File: src/shared/ctrl_bits_cfg.svh
// constants for the local/remote control bit block
// assumes a single system clock whose rate is given below
`ifndef CTRL_BITS_CFG_SVH
`define CTRL_BITS_CFG_SVH

`define CFG_SWITCHES      16
`define CFG_SYS_CLK_HZ    250000000
`define CFG_POWER_HZ      60
// processing interval is 1/4 of a power-system cycle
`define CFG_INTERVAL_DEN  4
`define CFG_INTERVAL_CLKS (`CFG_SYS_CLK_HZ / (`CFG_POWER_HZ * `CFG_INTERVAL_DEN))
`define CFG_BIT_RESET     1'h0

`endif

File: src/shared/ctrl_bits_pkg.sv
// types shared by the control bit block and its helpers
// assumes nothing of its surroundings
package ctrl_bits_pkg;

	typedef enum logic [1:0]
	{
		POS_OFF = 2'h0,
		POS_ON  = 2'h1,
		POS_MOM = 2'h2,
		POS_BAD = 2'h3
	} sw_pos_t;

	typedef enum logic [1:0]
	{
		ST_LOAD  = 2'h0,
		ST_DRAIN = 2'h1,
		ST_RUN   = 2'h2
	} restore_state_t;

endpackage : ctrl_bits_pkg

File: src/local_remote_control_bits.sv
// local (panel) and remote (serial) control bits for control logic
// assumes requests come from same-clock command logic; label presence
// flags are settings levels, applied when settings_load pulses
`timescale 1ns/1ps
`default_nettype none
`include "ctrl_bits_cfg.svh"

module local_remote_control_bits
#(
	parameter int N               = `CFG_SWITCHES,
	parameter int INTERVAL_CYCLES = `CFG_INTERVAL_CLKS
)
(
	// clock and reset
	input  wire logic                     sys_clk,
	input  wire logic                     rst,
	input  wire logic                     clk_en,
	// front-panel requests
	input  wire logic                     panel_req,
	input  wire logic [$clog2(N)-1:0]     panel_sel,
	input  wire ctrl_bits_pkg::sw_pos_t   panel_pos,
	// serial remote bit commands
	input  wire logic                     serial_bit_control_command,
	input  wire logic [$clog2(N)-1:0]     cmd_sel,
	input  wire ctrl_bits_pkg::sw_pos_t   cmd_pos,
	// label presence settings
	input  wire logic [N-1:0]             switch_name_label,
	input  wire logic [N-1:0]             switch_off_label,
	input  wire logic [N-1:0]             switch_on_label,
	input  wire logic [N-1:0]             switch_pulse_label,
	input  wire logic                     settings_load,
	// control bits and status
	output var  logic [N-1:0]             panel_switch_bit,
	output var  logic [N-1:0]             serial_switch_bit,
	output var  logic                     interval_tick,
	output var  logic                     restore_busy
);

	import ctrl_bits_pkg::*;

	localparam int IW = $clog2(N);
	localparam logic [IW-1:0] LAST_IDX = IW'(N - 1);

	// a switch is usable only with name, off and at least one active label
	function automatic logic sw_enabled(input logic nm, input logic off,
		input logic on, input logic pls);
		sw_enabled = nm & off & (on | pls);
	endfunction : sw_enabled

	// per-position legality against the applied labels
	function automatic logic pos_allowed(input sw_pos_t pos,
		input logic en, input logic on, input logic pls);
		unique case (pos)
			POS_OFF: pos_allowed = en;
			POS_ON:  pos_allowed = en & on;
			POS_MOM: pos_allowed = en & pls;
			default: pos_allowed = 1'h0;
		endcase
	endfunction : pos_allowed

	logic          tick;
	logic [N-1:0]  lbl_en;
	logic          mem_rd_bit;

	// switch type decode from present labels
	genvar gi;
	generate
		for (gi = 0; gi < N; gi++)
		begin : g_type
			assign lbl_en[gi] = sw_enabled(switch_name_label[gi],
				switch_off_label[gi], switch_on_label[gi],
				switch_pulse_label[gi]);
		end
	endgenerate

	interval_timer
	#(
		.CYCLES (INTERVAL_CYCLES)
	)
	u_timer
	(
		.sys_clk (sys_clk),
		.rst     (rst),
		.clk_en  (clk_en),
		.tick    (tick)
	);

	// restore sequencer and retained-store scan
	restore_state_t state_r;
	restore_state_t state_nxt;
	logic [IW-1:0]  idx_r;
	logic [IW-1:0]  idx_nxt;
	logic [IW-1:0]  cap_idx_r;
	logic [IW-1:0]  cap_idx_nxt;
	logic           cap_vld_r;
	logic           cap_vld_nxt;
	logic [IW-1:0]  wr_idx_r;
	logic [IW-1:0]  wr_idx_nxt;
	logic           running;

	assign running = (state_r == ST_RUN);

	always_comb
	begin
		state_nxt   = state_r;
		idx_nxt     = idx_r;
		cap_idx_nxt = idx_r;
		cap_vld_nxt = 1'h0;
		wr_idx_nxt  = wr_idx_r;
		unique case (state_r)
			ST_LOAD:
			begin
				cap_vld_nxt = 1'h1;
				idx_nxt     = idx_r + IW'(1);
				if (idx_r == LAST_IDX)
					state_nxt = ST_DRAIN;
			end
			ST_DRAIN:
				state_nxt = ST_RUN;
			ST_RUN:
				wr_idx_nxt = (wr_idx_r == LAST_IDX) ? '0 : wr_idx_r + IW'(1);
			default:
				state_nxt = ST_LOAD;
		endcase
	end

	always_ff @(posedge sys_clk)
	begin
		if (rst)
		begin
			state_r   <= ST_LOAD;
			idx_r     <= '0;
			cap_idx_r <= '0;
			cap_vld_r <= 1'h0;
			wr_idx_r  <= '0;
		end
		else if (clk_en)
		begin
			state_r   <= state_nxt;
			idx_r     <= idx_nxt;
			cap_idx_r <= cap_idx_nxt;
			cap_vld_r <= cap_vld_nxt;
			wr_idx_r  <= wr_idx_nxt;
		end
	end

	// local bits
	logic [N-1:0] lhold_r;
	logic [N-1:0] lhold_nxt;
	logic [N-1:0] lpend_r;
	logic [N-1:0] lpend_nxt;
	logic [N-1:0] en_r;
	logic [N-1:0] en_nxt;
	logic [N-1:0] on_r;
	logic [N-1:0] on_nxt;
	logic [N-1:0] pls_r;
	logic [N-1:0] pls_nxt;
	logic [N-1:0] lout_r;
	logic [N-1:0] lout_nxt;

	// scanned write-through: a change reaches storage within N cycles,
	// traded against a per-change write queue
	nv_bit_store
	#(
		.WIDTH (1),
		.DEPTH (N)
	)
	u_store
	(
		.sys_clk (sys_clk),
		.rst     (rst),
		.clk_en  (clk_en),
		.wr_en   (running),
		.wr_addr (wr_idx_r),
		.wr_data (lhold_r[wr_idx_r]),
		.rd_en   (state_r == ST_LOAD),
		.rd_addr (idx_r),
		.rd_data (mem_rd_bit)
	);

	always_comb
	begin
		lhold_nxt = lhold_r;
		lpend_nxt = lpend_r & ~{N{tick}};
		en_nxt    = en_r;
		on_nxt    = on_r;
		pls_nxt   = pls_r;
		lout_nxt  = lout_r;
		if (!running)
		begin
			lpend_nxt = '0;
			lout_nxt  = '0;
			// retained state comes back, but only for usable switches
			if (cap_vld_r)
				lhold_nxt[cap_idx_r] = mem_rd_bit & lbl_en[cap_idx_r];
			if (state_r == ST_DRAIN)
			begin
				en_nxt  = lbl_en;
				on_nxt  = switch_on_label;
				pls_nxt = switch_pulse_label;
			end
		end
		else if (settings_load)
		begin
			// unchanged usability keeps the state; anything else starts at 0
			for (int i = 0; i < N; i++)
			begin
				if (!lbl_en[i])
				begin
					lhold_nxt[i] = 1'h0;
					lpend_nxt[i] = 1'h0;
				end
				else if (!en_r[i])
				begin
					lhold_nxt[i] = 1'h0;
					lpend_nxt[i] = 1'h0;
				end
			end
			lout_nxt = (tick ? (lhold_r | lpend_r) : lout_r)
				& lbl_en & en_r;
			en_nxt   = lbl_en;
			on_nxt   = switch_on_label;
			pls_nxt  = switch_pulse_label;
		end
		else
		begin
			if (panel_req && pos_allowed(panel_pos, en_r[panel_sel],
				on_r[panel_sel], pls_r[panel_sel]))
			begin
				unique case (panel_pos)
					POS_ON:
						lhold_nxt[panel_sel] = 1'h1;
					POS_MOM:
					begin
						lhold_nxt[panel_sel] = 1'h0;
						lpend_nxt[panel_sel] = 1'h1;
					end
					default:
						lhold_nxt[panel_sel] = 1'h0;
				endcase
			end
			// a pending pulse shows for exactly one interval
			if (tick)
				lout_nxt = (lhold_r | lpend_r) & en_r;
		end
	end

	always_ff @(posedge sys_clk)
	begin
		if (rst)
		begin
			lhold_r <= '0;
			lpend_r <= '0;
			en_r    <= '0;
			on_r    <= '0;
			pls_r   <= '0;
			lout_r  <= '0;
		end
		else if (clk_en)
		begin
			lhold_r <= lhold_nxt;
			lpend_r <= lpend_nxt;
			en_r    <= en_nxt;
			on_r    <= on_nxt;
			pls_r   <= pls_nxt;
			lout_r  <= lout_nxt;
		end
	end

	// remote bits: only the serial command path reaches them
	logic [N-1:0] rhold_r;
	logic [N-1:0] rhold_nxt;
	logic [N-1:0] rpend_r;
	logic [N-1:0] rpend_nxt;
	logic [N-1:0] rout_r;
	logic [N-1:0] rout_nxt;

	always_comb
	begin
		rhold_nxt = rhold_r;
		rpend_nxt = rpend_r & ~{N{tick}};
		rout_nxt  = rout_r;
		if (serial_bit_control_command)
		begin
			unique case (cmd_pos)
				POS_ON:
					rhold_nxt[cmd_sel] = 1'h1;
				POS_OFF:
					rhold_nxt[cmd_sel] = 1'h0;
				POS_MOM:
				begin
					rhold_nxt[cmd_sel] = 1'h0;
					rpend_nxt[cmd_sel] = 1'h1;
				end
				default:
					rhold_nxt = rhold_r;
			endcase
		end
		if (tick)
			rout_nxt = rhold_r | rpend_r;
	end

	always_ff @(posedge sys_clk)
	begin
		if (rst)
		begin
			rhold_r <= {N{`CFG_BIT_RESET}};
			rpend_r <= '0;
			rout_r  <= {N{`CFG_BIT_RESET}};
		end
		else if (clk_en)
		begin
			rhold_r <= rhold_nxt;
			rpend_r <= rpend_nxt;
			rout_r  <= rout_nxt;
		end
	end

	assign panel_switch_bit  = lout_r;
	assign serial_switch_bit = rout_r;
	assign interval_tick     = tick;
	assign restore_busy      = !running;

endmodule : local_remote_control_bits

`default_nettype wire

File: src/interval_timer.sv
// processing interval tick generator
// assumes sys_clk at the configured rate; tick is one clock wide
`timescale 1ns/1ps
`default_nettype none

module interval_timer
#(
	parameter int CYCLES = 1041666
)
(
	// clock and reset
	input  wire logic sys_clk,
	input  wire logic rst,
	input  wire logic clk_en,
	// interval boundary
	output var  logic tick
);

	localparam int CW = $clog2(CYCLES);

	logic [CW-1:0] cnt_r;
	logic [CW-1:0] cnt_nxt;
	logic          tick_r;
	logic          tick_nxt;

	always_comb
	begin
		tick_nxt = (cnt_r == CW'(CYCLES - 1));
		cnt_nxt  = tick_nxt ? '0 : cnt_r + CW'(1);
	end

	always_ff @(posedge sys_clk)
	begin
		if (rst)
		begin
			cnt_r  <= '0;
			tick_r <= 1'h0;
		end
		else if (clk_en)
		begin
			cnt_r  <= cnt_nxt;
			tick_r <= tick_nxt;
		end
	end

	assign tick = tick_r;

endmodule : interval_timer

`default_nettype wire

File: src/nv_bit_store.sv
// small retained store for switch states
// the array has no reset: it stands for storage kept across power loss
`timescale 1ns/1ps
`default_nettype none

module nv_bit_store
#(
	parameter int WIDTH = 1,
	parameter int DEPTH = 16
)
(
	// clock and reset
	input  wire logic                     sys_clk,
	input  wire logic                     rst,
	input  wire logic                     clk_en,
	// write side
	input  wire logic                     wr_en,
	input  wire logic [$clog2(DEPTH)-1:0] wr_addr,
	input  wire logic [WIDTH-1:0]         wr_data,
	// read side, one cycle latency
	input  wire logic                     rd_en,
	input  wire logic [$clog2(DEPTH)-1:0] rd_addr,
	output var  logic [WIDTH-1:0]         rd_data
);

	logic [WIDTH-1:0] mem [DEPTH];
	logic [WIDTH-1:0] rd_data_r;

	always_ff @(posedge sys_clk)
	begin
		if (clk_en && wr_en)
			mem[wr_addr] <= wr_data;
	end

	always_ff @(posedge sys_clk)
	begin
		if (rst)
			rd_data_r <= '0;
		else if (clk_en && rd_en)
			rd_data_r <= mem[rd_addr];
	end

	assign rd_data = rd_data_r;

endmodule : nv_bit_store

`default_nettype wire

File: config.mk
export PLATFORM = sky130hd
export DESIGN_NAME = local_remote_control_bits
export DESIGN_NICKNAME = d
export VERILOG_FILES = /design/src/shared/ctrl_bits_pkg.sv /design/src/local_remote_control_bits.sv /design/src/interval_timer.sv /design/src/nv_bit_store.sv
export VERILOG_INCLUDE_DIRS = /design/src /design/src/shared
export SDC_FILE = /design/constraint.sdc
export NUM_CORES = 1
export LEC_CHECK = 0
export ABC_AREA = 0
export BUFFER_PORTS_ARGS = -buffer_cell sky130_fd_sc_hd__buf_2
export CELL_PAD_IN_SITES_DETAIL_PLACEMENT = 1
export CELL_PAD_IN_SITES_GLOBAL_PLACEMENT = 1
export CORE_MARGIN = 3
export CORE_UTILIZATION = 48
export CTS_CLUSTER_SIZE = 30
export DETAILED_ROUTE_END_ITERATION = 7
export PLACE_DENSITY = 0.91
export SLEW_MARGIN = 20
export SYNTH_ARGS = -nofsm -noshare
export SYNTH_HDL_FRONTEND = slang
export SYNTH_SLANG_ARGS = --single-unit
export TNS_END_PERCENT = 1
File: constraint.sdc
create_clock -name sys_clk -period 7.3 [get_ports sys_clk]
set_input_delay 1.46 -clock sys_clk [delete_from_list [all_inputs] [get_ports sys_clk]]
set_output_delay 1.46 -clock sys_clk [all_outputs]
set_load 0.005 [all_outputs]
==> results of run 1 <==
==> area by class of cell <==
class | instances | share of cell area
clock buffer | 18 | 0.0386
clock inverter | 14 | 0.0142
inverter | 11 | 0.00372
multi-input combinational | 877 | 0.486
sequential | 197 | 0.369
tap | 265 | 0.0299
timing repair buffer | 124 | 0.0585
==> worst max-delay path: stages <==
cell and delay, ps:
buf_2 620, nand2b_1 870, o21a_1 680, o21ai_0 300, o22ai_1 240, a32oi_1 120, nor2_1 120
==> power breakdown <==
part	internal (W)	switching, W
Combinational	0.0000448	0.000102
Clock	0.000461	0.000493
Sequential	0.00109	0.00000858
Total	0.00160	0.000603
==> cell usage after synthesis, drive strengths merged (2+ instances only) <==
library cell | number | area [sq um]
and3 | 6 | 37.5
and2 | 4 | 25.0
nor2b | 42 | 263
mux4 | 19 | 428
o211ai | 18 | 140
a22o | 2 | 17.5
o41ai | 13 | 189
nor3 | 48 | 240
clkbuf | 73 | 274
nor4b | 2 | 17.5
or2 | 4 | 25.0
nand3 | 25 | 125
o211a | 19 | 190
o21bai | 3 | 22.5
or3b | 2 | 17.5
nand2 | 130 | 488
mux2i | 23 | 230
o21ai | 96 | 480
inv | 11 | 41.3
mux2 | 4 | 45.0
a32oi | 20 | 175
o21a | 2 | 15.0
or3 | 4 | 25.0
a211oi | 11 | 82.6
o32a | 9 | 90.1
xnor2 | 6 | 52.6
a21oi | 111 | 556
nand3b | 5 | 37.5
nor4 | 6 | 37.5
buf | 17 | 108
xor2 | 16 | 140
o31ai | 3 | 22.5
a22oi | 13 | 103
o2111ai | 13 | 114
dfxtp | 181 | 3620
edfxtp | 16 | 480
nor2 | 149 | 559
o22ai | 21 | 131
nand4 | 4 | 25.0
ha | 11 | 138
nand2b | 9 | 56.3
==> layer usage <==
| metal | up-vias | part of all wire |
|---|---|---|
| met2 | 432 | 0.49 |
| met5 | - | 0 |
| li1 | 4362 | - |
| met3 | 82 | 0.070 |
| met1 | 4779 | 0.41 |
| met4 | 0 | 0.030 |
==> kinds of logic (layout without fill, tap and decap cells) <==
family	after synthesis	count (layout)	synth area share
xor+xnor	22	22	0.0194
buf+inv	101	167	0.0427
flops	197	197	0.414
mux	46	46	0.0710
simple gates	441	441	0.201
compound gates	357	357	0.238
fa+ha+maj	11	11	0.0139
==> path summary, 6_finish.rpt <==
path | from | to | slack, ps | cells after the start
worst min-delay path | on_r[11]$_SDFFE_PP0P_ | on_r[11]$_SDFFE_PP0P_ | 460 | 2
worst max-delay path | settings_load | panel_switch_bit[3]$_SDFFE_PP0P_ | 3210 | 7
worst min register to register | on_r[11]$_SDFFE_PP0P_ | on_r[11]$_SDFFE_PP0P_ | 460 | 2
worst max register to register | state_r[1]$_SDFFE_PP0P_ | panel_switch_bit[3]$_SDFFE_PP0P_ | 4150 | 8
==> metrics by stage <==
stage	total power [W]	worst slack (ps)	util	hold WS (ps)
after CTS	0.00220	3480	0.559	462
after global placement	0.00126	3200	0.530	439
after floorplan	0.00121	3940	-	433
after global routing	0.00227	3210	0.560	484
final	0.00220	3210	0.560	462
after detailed placement	0.00127	3100	0.530	452
==> sequential cells by signal (all words and copies together) (netlist names), named ones only <==
register and count:
state_r 2, on_r 16, u_store.rd_data 1, u_timer.cnt_r 20
lpend_r 16, cap_idx_nxt 4, lhold_r 16, pls_r 16
panel_switch_bit 16, u_timer.tick 1, serial_switch_bit 16, wr_idx_r 4
en_r 16, cap_vld_r 1, rpend_r 16, u_store.mem 16
cap_idx_r 4
==> run metrics, run 1 <==
status completed; most frequent cells in the layout 181 x dfxtp_1, 149 x nor2_1, 129 x nand2_1, 114 x buf_2, 111 x a21oi_1; routed vias/inst 6.41; peak supply drop 0.155 mV; met3 GRT Util 0.0581; DR pass1 iterations 5; Post-route DRC 0; Leak Pwr 4.13 nW; CTS buffer count 17; Gates resized, CTS repair 0; Gate Count Post-Synth 1175; Syn Area/Cell 8.43 sq um; Finished Layout Cells 1506; M2 GR Usage 0.504; Post-CTS Setup Bufs 0; critical path class input pin to flip-flop; nets@finish 1321; Critical Path Fanout Max 36; post-route ant nets 0; Clock Skews 17.8 ps; pwr dens 198 nW/um^2; H-tree levels 4; # fillers 2392; RSZ-0062 raised after global routing no; ant diodes 0; # setup viols final 0; CTS tree yes; DRT iter0 DRCs 869; Area growth syn-to-layout 12.1%; GPL Wtd Cong 0.881; WP data arrival 4460 ps; Die Wd 150 microns; first-pass GRT wire length 52.8 mm; Syn Nets 1268; Reg clk slew, reported paths 80 ps; layout cells sized above 1 0.160; hold buffer count at cts 0; Slew Viols, Final 0; Reg area 4100 sq um; synthesis-stage register bit count 197; Ys Warns 0; Crit path required time 7670 ps; All-Layer GR Usage 0.298; area post-placement 10500 sq um; vias in the first global route 9946; busiest metal layer after global routing met2; area of the multi-input gates 5390 sq um; met1 Resource Use GR 0.377; Final Hold Fails 0; setup TNS 0 ps; EDFF count, synth 16; Slew @ Worst Pin 1080 ps; Mapped Area 9910 sq um; Clock Tree Buf Depth 2; Hold Crit Class flip-flop to flip-flop; initial core utilization 0.499; Routed WL 33.5 mm; DPL Wire Length 22.6 mm; Worst-Skew Late Latency 460 ps; io pins 116; ys async rst share 0; register area share after synthesis 0.414; final instance area 11100 sq um; CP Capture Type flip-flop; top_reg_cell synth dfxtp_1; clk root buf clkbuf_16; Die H 150 microns; Highest Clock Rate 245 MHz; # clock sinks 197; Startpoint Class input pin; antenna violations before repair 0; dpl cells 1474; Unique masters post-synth 52; final period utilization 0.560; min Tclk post-route 4090 ps; Port-buffer cells 115; largest net degree at the start of global routing 100; Rows 51; Slew HR 0.281; most common cell after layout, fill and taps aside dfxtp_1; Via Count 9655; die area 22400 sq um; wire length per cell 22.2 microns; core area 19800 sq um; max-cap check violation count 0; total grt overflow 0
Note: power is estimated with default switching activity, not from simulation.
==> run 2: changes to the inputs <==
--- a/config.mk
+++ b/config.mk
@@ -6,15 +6,15 @@
 export SDC_FILE = /design/constraint.sdc
 export NUM_CORES = 1
 export LEC_CHECK = 0
-export ABC_AREA = 0
+export ABC_AREA = 1
 export BUFFER_PORTS_ARGS = -buffer_cell sky130_fd_sc_hd__buf_2
 export CELL_PAD_IN_SITES_DETAIL_PLACEMENT = 1
 export CELL_PAD_IN_SITES_GLOBAL_PLACEMENT = 1
 export CORE_MARGIN = 3
-export CORE_UTILIZATION = 48
+export CORE_UTILIZATION = 42
 export CTS_CLUSTER_SIZE = 30
 export DETAILED_ROUTE_END_ITERATION = 7
-export PLACE_DENSITY = 0.91
+export PLACE_DENSITY = 0.85
 export SLEW_MARGIN = 20
 export SYNTH_ARGS = -nofsm -noshare
 export SYNTH_HDL_FRONTEND = slang
==> constraint.sdc (replaced) <==
create_clock -name sys_clk -period 4.3 [get_ports sys_clk]
set_input_delay 0.86 -clock sys_clk [delete_from_list [all_inputs] [get_ports sys_clk]]
set_output_delay 0.86 -clock sys_clk [all_outputs]
set_load 0.005 [all_outputs]
==> run 2 against run 1 <==
Combinational power rose to 3.3 times the previous value. Routed wire length rose by 8.8%. Synthesized cell count rose by 33%. First-iteration DRC count decreased by 3.5%. Worst hold slack worse by 8.5 ps. Non-clock buffer count rose by 5. Sequential share of layout area is 1.8 points lower. Clock skew about the same. Clock-buffer cell count down 1. Die area up 18%. Largest cell class unchanged.
==> run metrics, run 2 <==
io pins 116; Crit path required time 4640 ps; Reg clk slew, reported paths 90 ps; busiest metal layer after global routing met2; cell internal pwr 0.00285 W; CTS buffer count 17; Reg area 4100 sq um; Area growth syn-to-layout 13.5%; most common cell after layout, fill and taps aside nor2_1; # setup viols final 0; max-cap check violation count 0; wire length per cell 18.6 microns; Leak Pwr 4.59 nW; most frequent cells in the layout 309 x nor2_1, 287 x nand2_1, 181 x dfxtp_1, 154 x a21oi_1, 141 x o21ai_0; total grt overflow 0; Unique masters post-synth 44; Syn Area/Cell 6.61 sq um; vias in the first global route 11300; area share of the largest cell type after synthesis 0.352; sequential power share 0.474; Clock Tree Buf Depth 2; post-route ant nets 0; register area share after synthesis 0.398; Routed WL 36.4 mm; Die Wd 163 microns; GPL Wtd Cong 0.873; first-pass GRT wire length 58.8 mm; core area 23800 sq um; H-tree levels 4; critical path class input pin to flip-flop; total power 0.00412 W; Highest Clock Rate 322 MHz; CTS tree yes; hold buffer count at cts 0; status completed; peak supply drop 0.202 mV; # clock sinks 197; final period utilization 0.723; M2 GR Usage 0.491; WP data arrival 3450 ps; Slew HR 0.433; fin util 0.492; Combinational Power Share 0.117; met3 GRT Util 0.0387; switch share 0.309; area leader, netlist dfxtp_1; Post-route DRC 0; synthesis-stage register bit count 197; NetSw 0.00128 W; Final Hold Fails 0; max reg flops 20; routed vias/inst 5.61; Clk network pwr share 0.409; clk root buf clkbuf_16; All-Layer GR Usage 0.278; RSZ-0062 raised after global routing no; min Tclk post-route 3110 ps; EDFF count, synth 16; Hold Crit Class flip-flop to flip-flop; Slew @ Worst Pin 851 ps; antenna violations before repair 0; DRT iter0 DRCs 839; initial core utilization 0.434; ys async rst share 0; Clock Skews 18.2 ps; Critical Path Fanout Max 32; met1 Resource Use GR 0.353; Ys Warns 0; most frequent cell after synthesis nor2_1; Worst-Skew Late Latency 460 ps; pwr dens 353 nW/um^2; # fillers 3213; area of the multi-input gates 5320 sq um; Slew Viols, Final 0; Mapped Area 10300 sq um; Area contributors post-synth dfxtp_1 35%, nor2_1 11%, nand2_1 10%; layout cells sized above 1 0.114; top_reg_cell synth dfxtp_1; Startpoint Class input pin; most frequent cells after synthesis 309 x nor2_1, 288 x nand2_1, 181 x dfxtp_1, 154 x a21oi_1, 141 x o21ai_0; DPL Wire Length 25.7 mm; Port-buffer cells 115; setup TNS 0 ps; Die H 163 microns; die area 26400 sq um; Gates resized, CTS repair 0; Gate Count Post-Synth 1558; Post-CTS Setup Bufs 0; Rows 56; CP Capture Type flip-flop; DR pass1 iterations 5; largest net degree at the start of global routing 69; nets@finish 1721; Via Count 11000; Top reg by flops u_timer.cnt_r; Syn Nets 1651; ant diodes 0
## run 2: cell count changes after synthesis, moves of 12 or more
cell	delta
clkbuf_1	-12
nor2_1	+160
o22ai_1	+13
o211a_1	-19
nand2_1	+158
a32oi_1	-20
o21ai_0	+47
o2111ai_1	-12
nor2b_1	-42
mux2i_1	-23
inv_1	+128
a21oi_1	+43
mux4_2	-19
nand3_1	+48
## run 2: area by class of cell
class / instances / area share
Sequential cell: 197 / 0.351
Multi-Input combinational cell: 1138 / 0.455
Inverter: 145 / 0.0468
Tap cell: 319 / 0.0342
Clock inverter: 15 / 0.0171
Timing Repair Buffer: 129 / 0.0593
Clock buffer: 17 / 0.0364
## run 2: worst paths after layout
path | endpoint | slack, ps | cells after the start | from
max | lhold_r[1]$_SDFFE_PP0P_ | 1190 | 12 | panel_sel[0]
min reg2reg | pls_r[0]$_SDFFE_PP0P_ | 450 | 2 | pls_r[0]$_SDFFE_PP0P_
min | pls_r[0]$_SDFFE_PP0P_ | 450 | 2 | pls_r[0]$_SDFFE_PP0P_
max reg2reg | pls_r[9]$_SDFFE_PP0P_ | 1190 | 7 | state_r[0]$_SDFFE_PP0P_
## run 2: metrics by stage
stage | hold WS, ps | setup WS, ps | instances | instance area, sq um
global placement | 434 | 903 | 1928 | 11100
CTS | 453 | 1250 | 1960 | 11700
detailed placement | 440 | 842 | 1928 | 11100
floorplan | 424 | 1980 | 1558 | 10300
finish | 454 | 1190 | 1960 | 11700
global route | 473 | 901 | 1960 | 11700
## run 2: cells by family (layout without fill, tap and decap cells)
family                   after synthesis  after routing  synth area share
AND/OR/NAND/NOR                      737            737             0.293
AO/OA/AOI/OAI                        382            382             0.203
buffers and inverters                223            306            0.0860
flip-flops                           197            197             0.398
adder cells (fa/ha/maj)               11             11            0.0134
XOR/XNOR                               8              8           0.00680
## run 2: critical path, stage by stage
cell and delay, ps:
buf_2 290, nand2_1 490, o22ai_1 410, o21ai_1 90, nand2_1 110, nor2_2 70, nor2_8 270, nand3_2 130
nand2_4 350, nand3_1 160, nand2_1 110, nor2_1 60
## run 2: power by group through the flow
stage                     logic, W  registers [W]  clock network (W)
final                     0.000483        0.00195            0.00169
after global routing      0.000537        0.00196            0.00178
after CTS                 0.000477        0.00195            0.00171
after detailed placement  0.000472        0.00200                  0
after global placement    0.000455        0.00199                  0
after floorplan           0.000308        0.00197                  0
## run 2: per-layer routing
layer	wire (microns)	vias up
met5	0	-
met4	702	0
met3	1900	53
met2	18100	314
met1	15700	5366
li1	-	5258
==> run 3: changes to the inputs <==
==> constraint.sdc (replaced) <==
create_clock -name sys_clk -period 2.9 [get_ports sys_clk]
set_input_delay 0.58 -clock sys_clk [delete_from_list [all_inputs] [get_ports sys_clk]]
set_output_delay 0.58 -clock sys_clk [all_outputs]
set_load 0.005 [all_outputs]
==> run 3 against run 2 <==
Combinational power is 49% higher. Register-to-register slack lost 710 ps. Critical path depth is the same. Clock-buffer cell count grew 1. Design area increased by 0.44%. Largest cell class unchanged. Die area did not move. Sequential power up 49%. Non-clock buffer count up 8. Worst hold slack got worse by 29 ps. First-iteration DRC count rose by 2.6%. Sequential share of layout area down 0.15 points. Flip-flop and latch count unchanged. Critical endpoint is now lhold_r[11]$_SDFFE_PP0P_.
==> run metrics, run 3 (same netlist as run 2, synthesis figures left out) <==
status completed; area post-placement 11100 sq um; Slew @ Worst Pin 789 ps; routed vias/inst 5.60; # clock sinks 197; Worst R2R End lhold_r[11]$_SDFFE_PP0P_; Buf/Inv on CP 1; Reg2Reg Setup Slack 480 ps; CP max-delay cell nand2_1; Via Count 11000; Die H 163 microns; DRT iter0 DRCs 861; Port-buffer cells 115; Crit path max-delay family simple AND/OR/NAND/NOR gates; Routed WL 36.5 mm; CTS tree yes; crit-path cells buf_2 -> nand2_1 -> o22ai_1 -> o21ai_1 -> nand2_1 -> nor2_2 -> nor2_8 -> nand3_2 -> nand2_4 -> nand3_1 -> nand2_1 -> nor2_1; first-pass GRT wire length 58.7 mm; post-route setup slack 253 ps; H-tree levels 4; max-cap check violation count 0; most frequent cells in the layout 308 x nor2_1, 288 x nand2_1, 181 x dfxtp_1, 154 x a21oi_1, 141 x o21ai_0; peak supply drop 0.410 mV; Startpoint Class input pin; Leak Pwr 4.62 nW; GPL Wtd Cong 0.909; nets@finish 1729; # setup viols final 0; die area 26400 sq um; Crit path required time 3240 ps; min Tclk post-route 2650 ps; io pins 116; WHS Endpoint pls_r[5]$_SDFFE_PP0P_; Reg clk slew, reported paths 90 ps; DPL Wire Length 26.4 mm; Clock Skews 16.0 ps; critical path class input pin to flip-flop; hold buffer count at cts 0; ant diodes 0; Slew Viols, Final 0; antenna violations before repair 0; Highest Clock Rate 378 MHz; Critical Path Most Common Cell nand2_1; Post-route DRC 0; Setup Slack @ Placement -112 ps; WP data arrival 2990 ps; total grt overflow 0; CP Capture Type flip-flop; wire length per cell 18.6 microns; # fillers 3195; RR Startpoint cap_idx_r[1]$_SDFFE_PP0P_; Hold Crit Class input pin to flip-flop; final period utilization 0.913; Gates resized, CTS repair 0; Hold Path Origin switch_pulse_label[5]; Slew HR 0.472; Post-CTS Setup Bufs 0; RSZ-0062 raised after global routing no; max incr delay on CP 510 ps; most common cell after layout, fill and taps aside nor2_1; initial core utilization 0.434; Worst-Skew Late Latency 450 ps; clk root buf clkbuf_16; max reg flops 20; total power 0.00612 W; Hold Path Depth 3; post-route ant nets 0; vias in the first global route 11400; DR pass1 iterations 5; All-Layer GR Usage 0.277; final instance area 11700 sq um; Reg2Reg Depth 12; Area growth syn-to-layout 14.0%; Die Wd 163 microns; Clock Tree Buf Depth 2; pwr dens 522 nW/um^2; Final Hold Fails 0; Top reg by flops u_timer.cnt_r; core area 23800 sq um; largest net degree at the start of global routing 97; Critical Path Fanout Max 32; layout cells sized above 1 0.118; Rows 56; CTS buffer count 17
## run 3: changes by cell type in the layout (fill, tap and decap cells not counted)
cell	previous run	this run
clkbuf_1	0	1
clkinv_8	6	5
clkinv_2	1	0
nor2_2	1	2
nand2_2	3	2
nand2_1	287	288
nor2_1	309	308
buf_4	13	21
clkinv_4	2	0
inv_6	1	4
## run 3: final cells by class
type | instances | area [sq um] | share of cell area
multi-input cells | 1138 | 5320 | 0.453
flip-flops and latches | 197 | 4100 | 0.350
repair buffers | 137 | 753 | 0.0642
inverters | 145 | 547 | 0.0466
clock buffers | 18 | 429 | 0.0366
well taps | 319 | 399 | 0.0340
clock inverters | 14 | 188 | 0.0160
## run 3: where the power goes
| part | switching, W | internal (W) |
|---|---|---|
| Combinational | 0.000501 | 0.000219 |
| Clock | 0.00131 | 0.00119 |
| Sequential | 0.0000816 | 0.00282 |
## run 3: metal layers
layer  GRT usage  vias up  wire length [microns]
li1            -     5278                      -
met5           0        -                      0
met1       0.355     5334                  15800
met2       0.473      321                  17700
met4       0.108        0                   1160
met3      0.0381       80                   1890
## run 3: metrics by stage
stage,cells,setup TNS [ps],hold slack [ps],utilization
3_5_place_dp,1936,-1440,437,0.468
6_report,1968,0,425,0.494
2_1_floorplan,1558,0,424,-
5_1_grt,1968,0,441,0.494
4_1_cts,1968,0,418,0.494
3_3_place_gp,1936,-929,434,0.468
## run 3: worst max path at each step
stage	startpoint	end	cells past startpoint
2_1_floorplan	panel_sel[1]	lhold_r[0]$_SDFFE_PP0P_	17
3_3_place_gp	panel_sel[0]	lhold_r[12]$_SDFFE_PP0P_	12
3_5_place_dp	panel_sel[0]	lhold_r[11]$_SDFFE_PP0P_	12
4_1_cts	cap_idx_r[1]$_SDFFE_PP0P_	lhold_r[11]$_SDFFE_PP0P_	12
5_1_grt	panel_sel[0]	lhold_r[9]$_SDFFE_PP0P_	12
6_report	panel_sel[0]	lhold_r[11]$_SDFFE_PP0P_	12
## run 3: worst reg2reg max path, delay by kind of cell, from the launching register on
kind            cells  cell delay, ps
buf+inv             1              90
compound gates      1             150
simple gates       10            1700
flops               1             450
